$ cat src/module_ext_ctrl_and_paging_note_end.sv
// This file holds no logic; the whole block is one module.

$ cat src/module_ext_pkg.sv
// Summary of operation
// - Equalization codes 0-10 give 0-10 dB; code 11 and codes 12-15 are reserved.
// - Emphasis codes 0-7 give 0-7 dB; any code with the top bit set is vendor specific.
// - The upper nibble applies at high rate and the lower nibble at low rate.
// - Bit 4 of the extended control byte reports transmit adaptive equalization failure.
// - The soft transmit rate bit is read/write, ORed with its pin, and powers up low except in retimer configuration.
// - The soft receive rate bit at byte 110 bit 3 is read/write and ORed with its pin.
// - Bit 2 enables the highest power level only when that level is advertised.
// - The power state bit reads 0 at the lowest level and 1 at any higher level.
// - At the highest level the state bit sets only once circuits and laser are steady.
// - Power select bit 0 permits intermediate levels and is ignored when not implemented.
// - The 64G bit overrides all rate selections and powers up low.
// - Bits 4 and 3 report transmit and receive configured for the four-level rate.
// - The transmit lock flag is 1 on loss of lock and 0 when locked or bypassed.
// - The receive lock flag uses the same encoding for the receive clock recovery.
// - In retimer configuration both soft rate bits default to 1 and steer the retimers.
// - Retimer modes follow the four-row table of the two combined rate selections.
// - The page register holds 00h after startup.
// - Bytes 128-247 are accessed in the page selected by the page register.
// - An unsupported page write is rejected and the page register reverts to 0.
// - On page 00h bytes 128-247 are 120 bytes of host-writable storage.
// - Page 01h aliases the page 00h storage.
// - Bytes 120-126 and 248-255 are vendor-specific storage.
package module_ext_pkg;
	localparam logic [7:0] OFS_RX_RATE = 8'h6E;
	localparam logic [7:0] OFS_EQ = 8'h72;
	localparam logic [7:0] OFS_EMPH = 8'h73;
	localparam logic [7:0] OFS_EXT = 8'h76;
	localparam logic [7:0] OFS_EXT2 = 8'h77;
	localparam logic [7:0] OFS_VMEM_LO = 8'h78;
	localparam logic [7:0] OFS_VMEM_HI = 8'h7E;
	localparam logic [7:0] OFS_PAGE = 8'h7F;
	localparam logic [7:0] OFS_USER_LO = 8'h80;
	localparam logic [7:0] OFS_USER_HI = 8'hF7;
	localparam logic [7:0] OFS_VCTRL_LO = 8'hF8;
	localparam int RX_SW_RATE_BIT = 3;
	localparam int EXT_ADAPT_FAIL_BIT = 4;
	localparam int EXT_SW_TX_RATE_BIT = 3;
	localparam int EXT_PL4_EN_BIT = 2;
	localparam int EXT_PL_STATE_BIT = 1;
	localparam int EXT_PL_SEL_BIT = 0;
	localparam int EXT2_TX_READY_BIT = 4;
	localparam int EXT2_RX_READY_BIT = 3;
	localparam int EXT2_FC64_BIT = 2;
	localparam int EXT2_TX_LOCK_BIT = 1;
	localparam int EXT2_RX_LOCK_BIT = 0;
	localparam int EMPH_VENDOR_BIT = 3;
	localparam logic [3:0] EQ_MAX_CODE = 4'hA;
	localparam logic [7:0] ID_RETIMER = 8'h0E;
	localparam logic [7:0] PAGE_USER0 = 8'h00;
	localparam logic [7:0] PAGE_USER1 = 8'h01;
	localparam logic [7:0] RST_BYTE = 8'h00;
	localparam int USER_BYTES = 120;
	localparam int VMEM_BYTES = 7;
	localparam int VCTRL_BYTES = 8;
	localparam int PIN_COUNT = 3;
	typedef enum logic [1:0] {CDR_LOCK_LOW, CDR_LOCK_HIGH, CDR_BYPASS} cdr_mode_t;
endpackage

$ cat src/module_ext_ctrl_and_paging.sv
`timescale 1ns/10ps
module module_ext_ctrl_and_paging (
	input wire logic clk_i,
	input wire logic rst_n_i,
	input wire logic [7:0] addr_i,
	input wire logic [7:0] wdata_i,
	input wire logic wr_i,
	input wire logic rd_i,
	output logic [7:0] rdata_o,
	input wire logic tx_rate_line_i,
	input wire logic rx_rate_line_i,
	input wire logic laser_off_input_i,
	input wire logic [7:0] ident_byte_i,
	input wire logic cdr_present_i,
	input wire logic level4_advertised_i,
	input wire logic mid_levels_impl_i,
	input wire logic circuits_steady_i,
	input wire logic laser_temp_stable_i,
	input wire logic optical_present_i,
	input wire logic tx_adapt_fail_i,
	input wire logic tx_fourlevel_ready_i,
	input wire logic rx_fourlevel_ready_i,
	input wire logic tx_lock_lost_i,
	input wire logic rx_lock_lost_i,
	output logic [3:0] tx_eq_db_o,
	output logic tx_eq_code_bad_o,
	output logic [2:0] rx_emph_db_o,
	output logic rx_emph_vendor_o,
	output logic tx_rate_full_o,
	output logic rx_rate_full_o,
	output logic fc64_speed_mode_o,
	output module_ext_pkg::cdr_mode_t tx_cdr_mode_o,
	output module_ext_pkg::cdr_mode_t rx_cdr_mode_o,
	output logic pl_high_enable_o,
	output logic pl_mid_enable_o
);
	import module_ext_pkg::*;

	logic [PIN_COUNT-1:0] pin_raw;
	logic [PIN_COUNT-1:0] pin_s1;
	logic [PIN_COUNT-1:0] pin_s2;
	logic [PIN_COUNT-1:0] pin_s3;
	logic [PIN_COUNT-1:0] pin_f;
	logic init_done;
	logic [7:0] eq_reg;
	logic [7:0] emph_reg;
	logic sw_tx_rate;
	logic sw_rx_rate;
	logic pl4_en;
	logic pl_sel;
	logic pl_state;
	logic fc64;
	logic [7:0] page;
	logic [7:0] user_mem [USER_BYTES];
	logic [7:0] vmem [VMEM_BYTES];
	logic [7:0] vctrl [VCTRL_BYTES];
	logic retimer_cfg;
	logic tx_eff;
	logic rx_eff;
	logic tx_bypass;
	logic rx_bypass;
	logic [7:0] ext_byte;
	logic [7:0] ext2_byte;
	logic [7:0] next_rdata;
	logic [3:0] next_eq;
	logic [3:0] next_emph;
	logic wr_user;
	logic wr_vmem;
	logic wr_vctrl;
	logic page_ok;

	assign pin_raw = {laser_off_input_i, rx_rate_line_i, tx_rate_line_i};

	// Three stages; a level is accepted only once the last two stages agree.
	for (genvar g = 0; g < PIN_COUNT; g++) begin : g_pin_sync
		always_ff @(posedge clk_i or negedge rst_n_i) begin
			if (!rst_n_i) begin
				pin_s1[g] <= 1'b0;
				pin_s2[g] <= 1'b0;
				pin_s3[g] <= 1'b0;
				pin_f[g] <= 1'b0;
			end else begin
				pin_s1[g] <= pin_raw[g];
				pin_s2[g] <= pin_s1[g];
				pin_s3[g] <= pin_s2[g];
				if (pin_s2[g] == pin_s3[g]) begin
					pin_f[g] <= pin_s3[g];
				end
			end
		end
	end

	assign retimer_cfg = (ident_byte_i == ID_RETIMER) && cdr_present_i;
	assign tx_eff = pin_f[0] | sw_tx_rate;
	assign rx_eff = pin_f[1] | sw_rx_rate;
	assign tx_bypass = (tx_cdr_mode_o == CDR_BYPASS);
	assign rx_bypass = (rx_cdr_mode_o == CDR_BYPASS);
	assign wr_user = wr_i && addr_i >= OFS_USER_LO && addr_i <= OFS_USER_HI;
	assign wr_vmem = wr_i && addr_i >= OFS_VMEM_LO && addr_i <= OFS_VMEM_HI;
	assign wr_vctrl = wr_i && addr_i >= OFS_VCTRL_LO;
	assign page_ok = (wdata_i == PAGE_USER0) || (wdata_i == PAGE_USER1);

	always_ff @(posedge clk_i or negedge rst_n_i) begin
		if (!rst_n_i) begin
			init_done <= 1'b0;
		end else begin
			init_done <= 1'b1;
		end
	end

	always_ff @(posedge clk_i or negedge rst_n_i) begin
		if (!rst_n_i) begin
			eq_reg <= RST_BYTE;
			emph_reg <= RST_BYTE;
		end else if (wr_i && addr_i == OFS_EQ) begin
			eq_reg <= wdata_i;
		end else if (wr_i && addr_i == OFS_EMPH) begin
			emph_reg <= wdata_i;
		end
	end

	// The retimer strap is caught on the first edge after release, never by the reset itself.
	always_ff @(posedge clk_i or negedge rst_n_i) begin
		if (!rst_n_i) begin
			sw_tx_rate <= 1'b0;
			sw_rx_rate <= 1'b0;
		end else if (!init_done) begin
			sw_tx_rate <= retimer_cfg;
			sw_rx_rate <= retimer_cfg;
		end else if (wr_i && addr_i == OFS_EXT) begin
			sw_tx_rate <= wdata_i[EXT_SW_TX_RATE_BIT];
		end else if (wr_i && addr_i == OFS_RX_RATE) begin
			sw_rx_rate <= wdata_i[RX_SW_RATE_BIT];
		end
	end

	always_ff @(posedge clk_i or negedge rst_n_i) begin
		if (!rst_n_i) begin
			pl4_en <= 1'b0;
			pl_sel <= 1'b0;
		end else if (wr_i && addr_i == OFS_EXT) begin
			pl4_en <= wdata_i[EXT_PL4_EN_BIT] & level4_advertised_i;
			pl_sel <= wdata_i[EXT_PL_SEL_BIT] & mid_levels_impl_i;
		end
	end

	// At the highest level the bit waits for thermal and optical settling.
	always_ff @(posedge clk_i or negedge rst_n_i) begin
		if (!rst_n_i) begin
			pl_state <= 1'b0;
		end else if (pl4_en) begin
			pl_state <= circuits_steady_i && laser_temp_stable_i
				&& (pin_f[2] || optical_present_i);
		end else begin
			pl_state <= pl_sel;
		end
	end

	always_ff @(posedge clk_i or negedge rst_n_i) begin
		if (!rst_n_i) begin
			fc64 <= 1'b0;
		end else if (wr_i && addr_i == OFS_EXT2) begin
			fc64 <= wdata_i[EXT2_FC64_BIT];
		end
	end

	// Only the two user pages exist here, so anything else falls back to page 00h.
	always_ff @(posedge clk_i or negedge rst_n_i) begin
		if (!rst_n_i) begin
			page <= PAGE_USER0;
		end else if (wr_i && addr_i == OFS_PAGE) begin
			page <= page_ok ? wdata_i : PAGE_USER0;
		end
	end

	// Storage is volatile flip-flops; contents do not survive a reset or power loss.
	always_ff @(posedge clk_i or negedge rst_n_i) begin
		if (!rst_n_i) begin
			for (int i = 0; i < USER_BYTES; i++) begin
				user_mem[i] <= RST_BYTE;
			end
		end else if (wr_user) begin
			user_mem[addr_i[6:0]] <= wdata_i;
		end
	end

	always_ff @(posedge clk_i or negedge rst_n_i) begin
		if (!rst_n_i) begin
			for (int i = 0; i < VMEM_BYTES; i++) begin
				vmem[i] <= RST_BYTE;
			end
			for (int i = 0; i < VCTRL_BYTES; i++) begin
				vctrl[i] <= RST_BYTE;
			end
		end else if (wr_vmem) begin
			vmem[addr_i[2:0]] <= wdata_i;
		end else if (wr_vctrl) begin
			vctrl[addr_i[2:0]] <= wdata_i;
		end
	end

	always_comb begin
		ext_byte = RST_BYTE;
		ext_byte[EXT_ADAPT_FAIL_BIT] = tx_adapt_fail_i;
		ext_byte[EXT_SW_TX_RATE_BIT] = sw_tx_rate;
		ext_byte[EXT_PL4_EN_BIT] = pl4_en;
		ext_byte[EXT_PL_STATE_BIT] = pl_state;
		ext_byte[EXT_PL_SEL_BIT] = pl_sel;
		ext2_byte = RST_BYTE;
		ext2_byte[EXT2_TX_READY_BIT] = tx_fourlevel_ready_i;
		ext2_byte[EXT2_RX_READY_BIT] = rx_fourlevel_ready_i;
		ext2_byte[EXT2_FC64_BIT] = fc64;
		ext2_byte[EXT2_TX_LOCK_BIT] = tx_lock_lost_i & ~tx_bypass;
		ext2_byte[EXT2_RX_LOCK_BIT] = rx_lock_lost_i & ~rx_bypass;
	end

	always_comb begin
		next_rdata = RST_BYTE;
		if (rd_i) begin
			if (addr_i >= OFS_USER_LO && addr_i <= OFS_USER_HI) begin
				next_rdata = user_mem[addr_i[6:0]];
			end else if (addr_i >= OFS_VCTRL_LO) begin
				next_rdata = vctrl[addr_i[2:0]];
			end else if (addr_i >= OFS_VMEM_LO && addr_i <= OFS_VMEM_HI) begin
				next_rdata = vmem[addr_i[2:0]];
			end else begin
				unique case (addr_i)
					OFS_RX_RATE: next_rdata[RX_SW_RATE_BIT] = sw_rx_rate;
					OFS_EQ: next_rdata = eq_reg;
					OFS_EMPH: next_rdata = emph_reg;
					OFS_EXT: next_rdata = ext_byte;
					OFS_EXT2: next_rdata = ext2_byte;
					OFS_PAGE: next_rdata = page;
					default: next_rdata = RST_BYTE;
				endcase
			end
		end
	end

	always_ff @(posedge clk_i or negedge rst_n_i) begin
		if (!rst_n_i) begin
			rdata_o <= RST_BYTE;
		end else begin
			rdata_o <= next_rdata;
		end
	end

	// Nibble choice follows the combined rate; the 64G mode forces the low nibble.
	always_comb begin
		next_eq = (tx_eff && !fc64) ? eq_reg[7:4] : eq_reg[3:0];
		next_emph = (rx_eff && !fc64) ? emph_reg[7:4] : emph_reg[3:0];
	end

	always_ff @(posedge clk_i or negedge rst_n_i) begin
		if (!rst_n_i) begin
			tx_eq_db_o <= 4'h0;
			tx_eq_code_bad_o <= 1'b0;
			rx_emph_db_o <= 3'h0;
			rx_emph_vendor_o <= 1'b0;
		end else begin
			tx_eq_code_bad_o <= next_eq > EQ_MAX_CODE;
			tx_eq_db_o <= (next_eq > EQ_MAX_CODE) ? 4'h0 : next_eq;
			rx_emph_vendor_o <= next_emph[EMPH_VENDOR_BIT];
			rx_emph_db_o <= next_emph[EMPH_VENDOR_BIT] ? 3'h0 : next_emph[2:0];
		end
	end

	always_ff @(posedge clk_i or negedge rst_n_i) begin
		if (!rst_n_i) begin
			tx_rate_full_o <= 1'b0;
			rx_rate_full_o <= 1'b0;
			fc64_speed_mode_o <= 1'b0;
			pl_high_enable_o <= 1'b0;
			pl_mid_enable_o <= 1'b0;
		end else begin
			tx_rate_full_o <= tx_eff && !fc64;
			rx_rate_full_o <= rx_eff && !fc64;
			fc64_speed_mode_o <= fc64;
			pl_high_enable_o <= pl4_en;
			pl_mid_enable_o <= pl_sel;
		end
	end

	always_ff @(posedge clk_i or negedge rst_n_i) begin
		if (!rst_n_i) begin
			tx_cdr_mode_o <= CDR_LOCK_LOW;
			rx_cdr_mode_o <= CDR_LOCK_LOW;
		end else if (fc64) begin
			tx_cdr_mode_o <= CDR_LOCK_HIGH;
			rx_cdr_mode_o <= CDR_LOCK_HIGH;
		end else if (retimer_cfg) begin
			unique case ({rx_eff, tx_eff})
				2'b00: begin
					rx_cdr_mode_o <= CDR_LOCK_LOW;
					tx_cdr_mode_o <= CDR_LOCK_LOW;
				end
				2'b01: begin
					rx_cdr_mode_o <= CDR_LOCK_HIGH;
					tx_cdr_mode_o <= CDR_BYPASS;
				end
				2'b10: begin
					rx_cdr_mode_o <= CDR_BYPASS;
					tx_cdr_mode_o <= CDR_BYPASS;
				end
				2'b11: begin
					rx_cdr_mode_o <= CDR_LOCK_HIGH;
					tx_cdr_mode_o <= CDR_LOCK_HIGH;
				end
			endcase
		end else begin
			rx_cdr_mode_o <= rx_eff ? CDR_LOCK_HIGH : CDR_LOCK_LOW;
			tx_cdr_mode_o <= tx_eff ? CDR_LOCK_HIGH : CDR_LOCK_LOW;
		end
	end
endmodule

$ cat config.mk
export PLATFORM = sky130hd
export DESIGN_NAME = module_ext_ctrl_and_paging
export DESIGN_NICKNAME = d
export VERILOG_FILES = /design/src/module_ext_ctrl_and_paging_note_end.sv /design/src/module_ext_pkg.sv /design/src/module_ext_ctrl_and_paging.sv
export SDC_FILE = /design/constraint.sdc
export NUM_CORES = 2
export LEC_CHECK = 0
export BUFFER_PORTS_ARGS = -buffer_cell sky130_fd_sc_hd__buf_4
export CAP_MARGIN = 20
export CORE_AREA = 3 3 316 318
export DETAILED_ROUTE_END_ITERATION = 12
export DIE_AREA = 0 0 319 321
export PLACE_DENSITY_LB_ADDON = 0.25
export SETUP_SLACK_MARGIN = 0.5
export SLEW_MARGIN = 25
export SYNTH_ARGS = -nofsm -noshare
export SYNTH_HDL_FRONTEND = slang
export SYNTH_SLANG_ARGS = --single-unit
export TNS_END_PERCENT = 1
$ cat constraint.sdc
create_clock -name clk_i -period 1.7 [get_ports clk_i]
set_input_delay 0.085 -clock clk_i [delete_from_list [all_inputs] [get_ports clk_i]]
set_output_delay 0.085 -clock clk_i [all_outputs]
set_load 0.01 [all_outputs]
==> impl_metrics.ini <==
[route]
antenna_left = 0
via_per_inst = 6.368
dr.pass1.iters = 6
drc = 0
finalWirelength_mm = 161.6
drt_iter0_drc = 3584
routedWlPerCell_um = 28.75
num_vias = 35800

[sta]
drv_slew = 0
setup_ws_ns = -0.3611
period_needed_ns = 2.061
rsz0062_at_grt = yes
setup_violations = 8
fmax_ghz = 0.4852
worstMarginPinSlew_ns = 0.8788
period_share_pct = 121.2
hold_violations = 0
skew_ns = 0.03631
slew_headroom_pct = 40.96

[power]
power_density_nw_per_um2 = 932.5
p_leak_nw = 31.91
design_power_total_mw = 63.34
vdd_drop_max_uv = 1026

[yosys]
yosysWarnings = 0
yosys.area.top_type_share_pct = 53.82
synthXorXnorAreaFrac_pct = 0
synth_cell_types = 80
ys_ff_latch = 1149
synth_enable_flop_cells = 0
ys.flop_type = dfrtp_1
synth_compound_area_share_pct = 4.937
ys_top_cells_by_count = dfrtp_1, mux2_2, mux4_2, clkbuf_1, nand2_1
synth_area_um2 = 53420
synthSimpleGateAreaFrac_pct = 4.977
ys_seq_area_share_pct = 53.82
synthMostInstantiatedCell = dfrtp_1
synthMuxAreaShare_pct = 33.15
synthAdderAreaFrac_pct = 0.1030
yosys-top-cells-area = dfrtp_1, mux2_2, mux4_2
async_reset_ff_share_pct = 100.0
synth_area_per_cell_um2 = 14.68
syn_inst = 3640
synth_nets = 3684
yosysTopAreaCell = dfrtp_1
synth_top_family_by_area = multiplexers

[critical_path]
slowest_stage = mux4_2
worst-path-max-fanout = 2
start_kind = flop
cp_top_family = compound AO/OA/AOI/OAI gates
cp.arrival_ns = 2.65
max_stage_delay_ns = 0.45
critPathKind = reg2reg
reg2reg_slack_ns = -0.36
path_common_cell = nor2_1
end_kind = flop
cp_num_buf_inv = 1
cp_data_required_time_ns = 2.28
path_cells = mux4_2, nor2_1, nor2_1, o22ai_1, a31oi_1, a31oi_2, buf_4, a2111oi_2

[grt]
grt_pass1_wl_mm = 242.7
gr-total-overflow = 0
grt_util_all_layers_pct = 31.29
grt_max_degree = 110
antenna_found_initial = 2
grt_pass1_vias = 37570

[clock_tree]
clock_sinks = 1149
cts-buffers-inserted = 119
clk_latency_ns = 0.73
clk_pin_slew_ns = 0.06
htreeDepth = 3
cts_buffer_depth = 3
cts_root_buffer = clkbuf_16
tritoncts = yes

[cells_and_area]
reg.largest.list = user_mem: 960 flops, vctrl: 64 flops, vmem: 56 flops
final_nets = 4296
largest_reg_flops = 960
area_growth_pct = 27.15
fin_cells = 5621
fillCellCount = 6195
drive_gt1_share_pct = 57.60
largest_register = user_mem
fin_area_um2 = 67930

[floorplanning]
initial_core_util_pct = 55.16
io_pins = 68
die_h_um = 321
core_area_um2 = 96850
die_w_um = 319
die-area_um2 = 102400
rows = 114

[placed_design]
gp_congestion = 0.9464
port_buffers = 67
post-place-ws_ns = -1.059
place_inst = 5347
dpl_cell_area_um2 = 60750
hpwl_mm = 107.2

[worst_hold_path]
hold_class = in2reg

[run_status]
violations = setup timing
outcome = finished, violations left

[job]
max-cap-violations = 0
==> kinds of logic after synthesis <==
| logic type | Yosys count |
|---|---|
| compound gates | 389 |
| fa+ha+maj | 5 |
| buf+inv | 275 |
| flops | 1149 |
| mux | 1409 |
| other cells | 1 |
| simple gates | 412 |
==> final timing paths <==
kind                                     start  depth (start not counted)             to
worst max-delay path             user_mem[158]                          8     rdata_o[6]
worst min-delay path            tx_rate_line_i                          2      pin_s1[0]
worst max register to register   user_mem[158]                          8     rdata_o[6]
worst min register to register       pin_s1[0]                          0      pin_s2[0]
max in group asynchronous              rst_n_i                          3  user_mem[400]
min in group asynchronous              rst_n_i                          3  user_mem[194]
==> through the flow <==
step | TNS [ns] | hold slack (ns) | util (%)
finish | -2.263 | 0.02987 | 70.14
global route | -2.566 | 0.01285 | 70.13
CTS | -2.053 | 0.0004649 | 68.90
detailed placement | -540.17 | 0.02028 | 62.72
global placement | -528.33 | 0.03413 | 62.72
floorplan | -132.98 | -0.2106 | -
==> worst reg2reg max path: cells and delay by family (launching register included) <==
family | cells | cell delay (ns)
buffers and inverters | 1 | 0.18
muxes | 1 | 0.45
and+or+nand+nor | 2 | 0.23
AOI/OAI and AO/OA | 4 | 0.68
DFF | 1 | 0.39
==> layer usage <==
metal,up-vias,routed length [um],global-route usage [%]
met5,-,17,0
met4,2,7706,13.65
met3,394,12220,6.078
met2,1561,74550,48.72
met1,19080,67120,43.31
li1,14760,-,-
==> layout by cell type (no fill, tap or decap), types with 67 or more instances in the layout <==
cell type,instances
nor2_4,116
mux2_4,366
nand2_1,81
buf_4,468
mux4_2,166
buf_6,77
dfrtp_1,1149
o22ai_1,67
buf_12,166
clkbuf_16,121
mux2_2,806
==> power by group <==
group          switching [mW]  internal (mW)
Sequential              0.735           28.6
Combinational            3.58           3.31
Clock                    11.1           16.0
Total                    15.4           48.0
==> cell type report <==
type	count	area [um^2]	share of cell area, %
Clock inverter	39	550.5	0.8105
Tap cell	1276	1597	2.350
Sequential cell	1149	28750	42.33
Multi-Input combinational cell	2216	25160	37.04
Timing Repair Buffer	757	8277	12.18
Clock buffer	174	3537	5.207
Inverter	9	53.80	0.07920
Antenna cell	1	2.502	0.003684
==> timing repair <==
item / in CTS / in global routing
endpoints found under the hold margin: 1226 / 0
pin swaps: 86 / 84
setup buffers: 16 / 9
hold buffers: 34 / 0
resized for setup: 346 / 293
endpoints found under the setup margin: 1098 / 1169
cloned: 1 / 0
No activity file was read; power rests on OpenSTA's default activity.
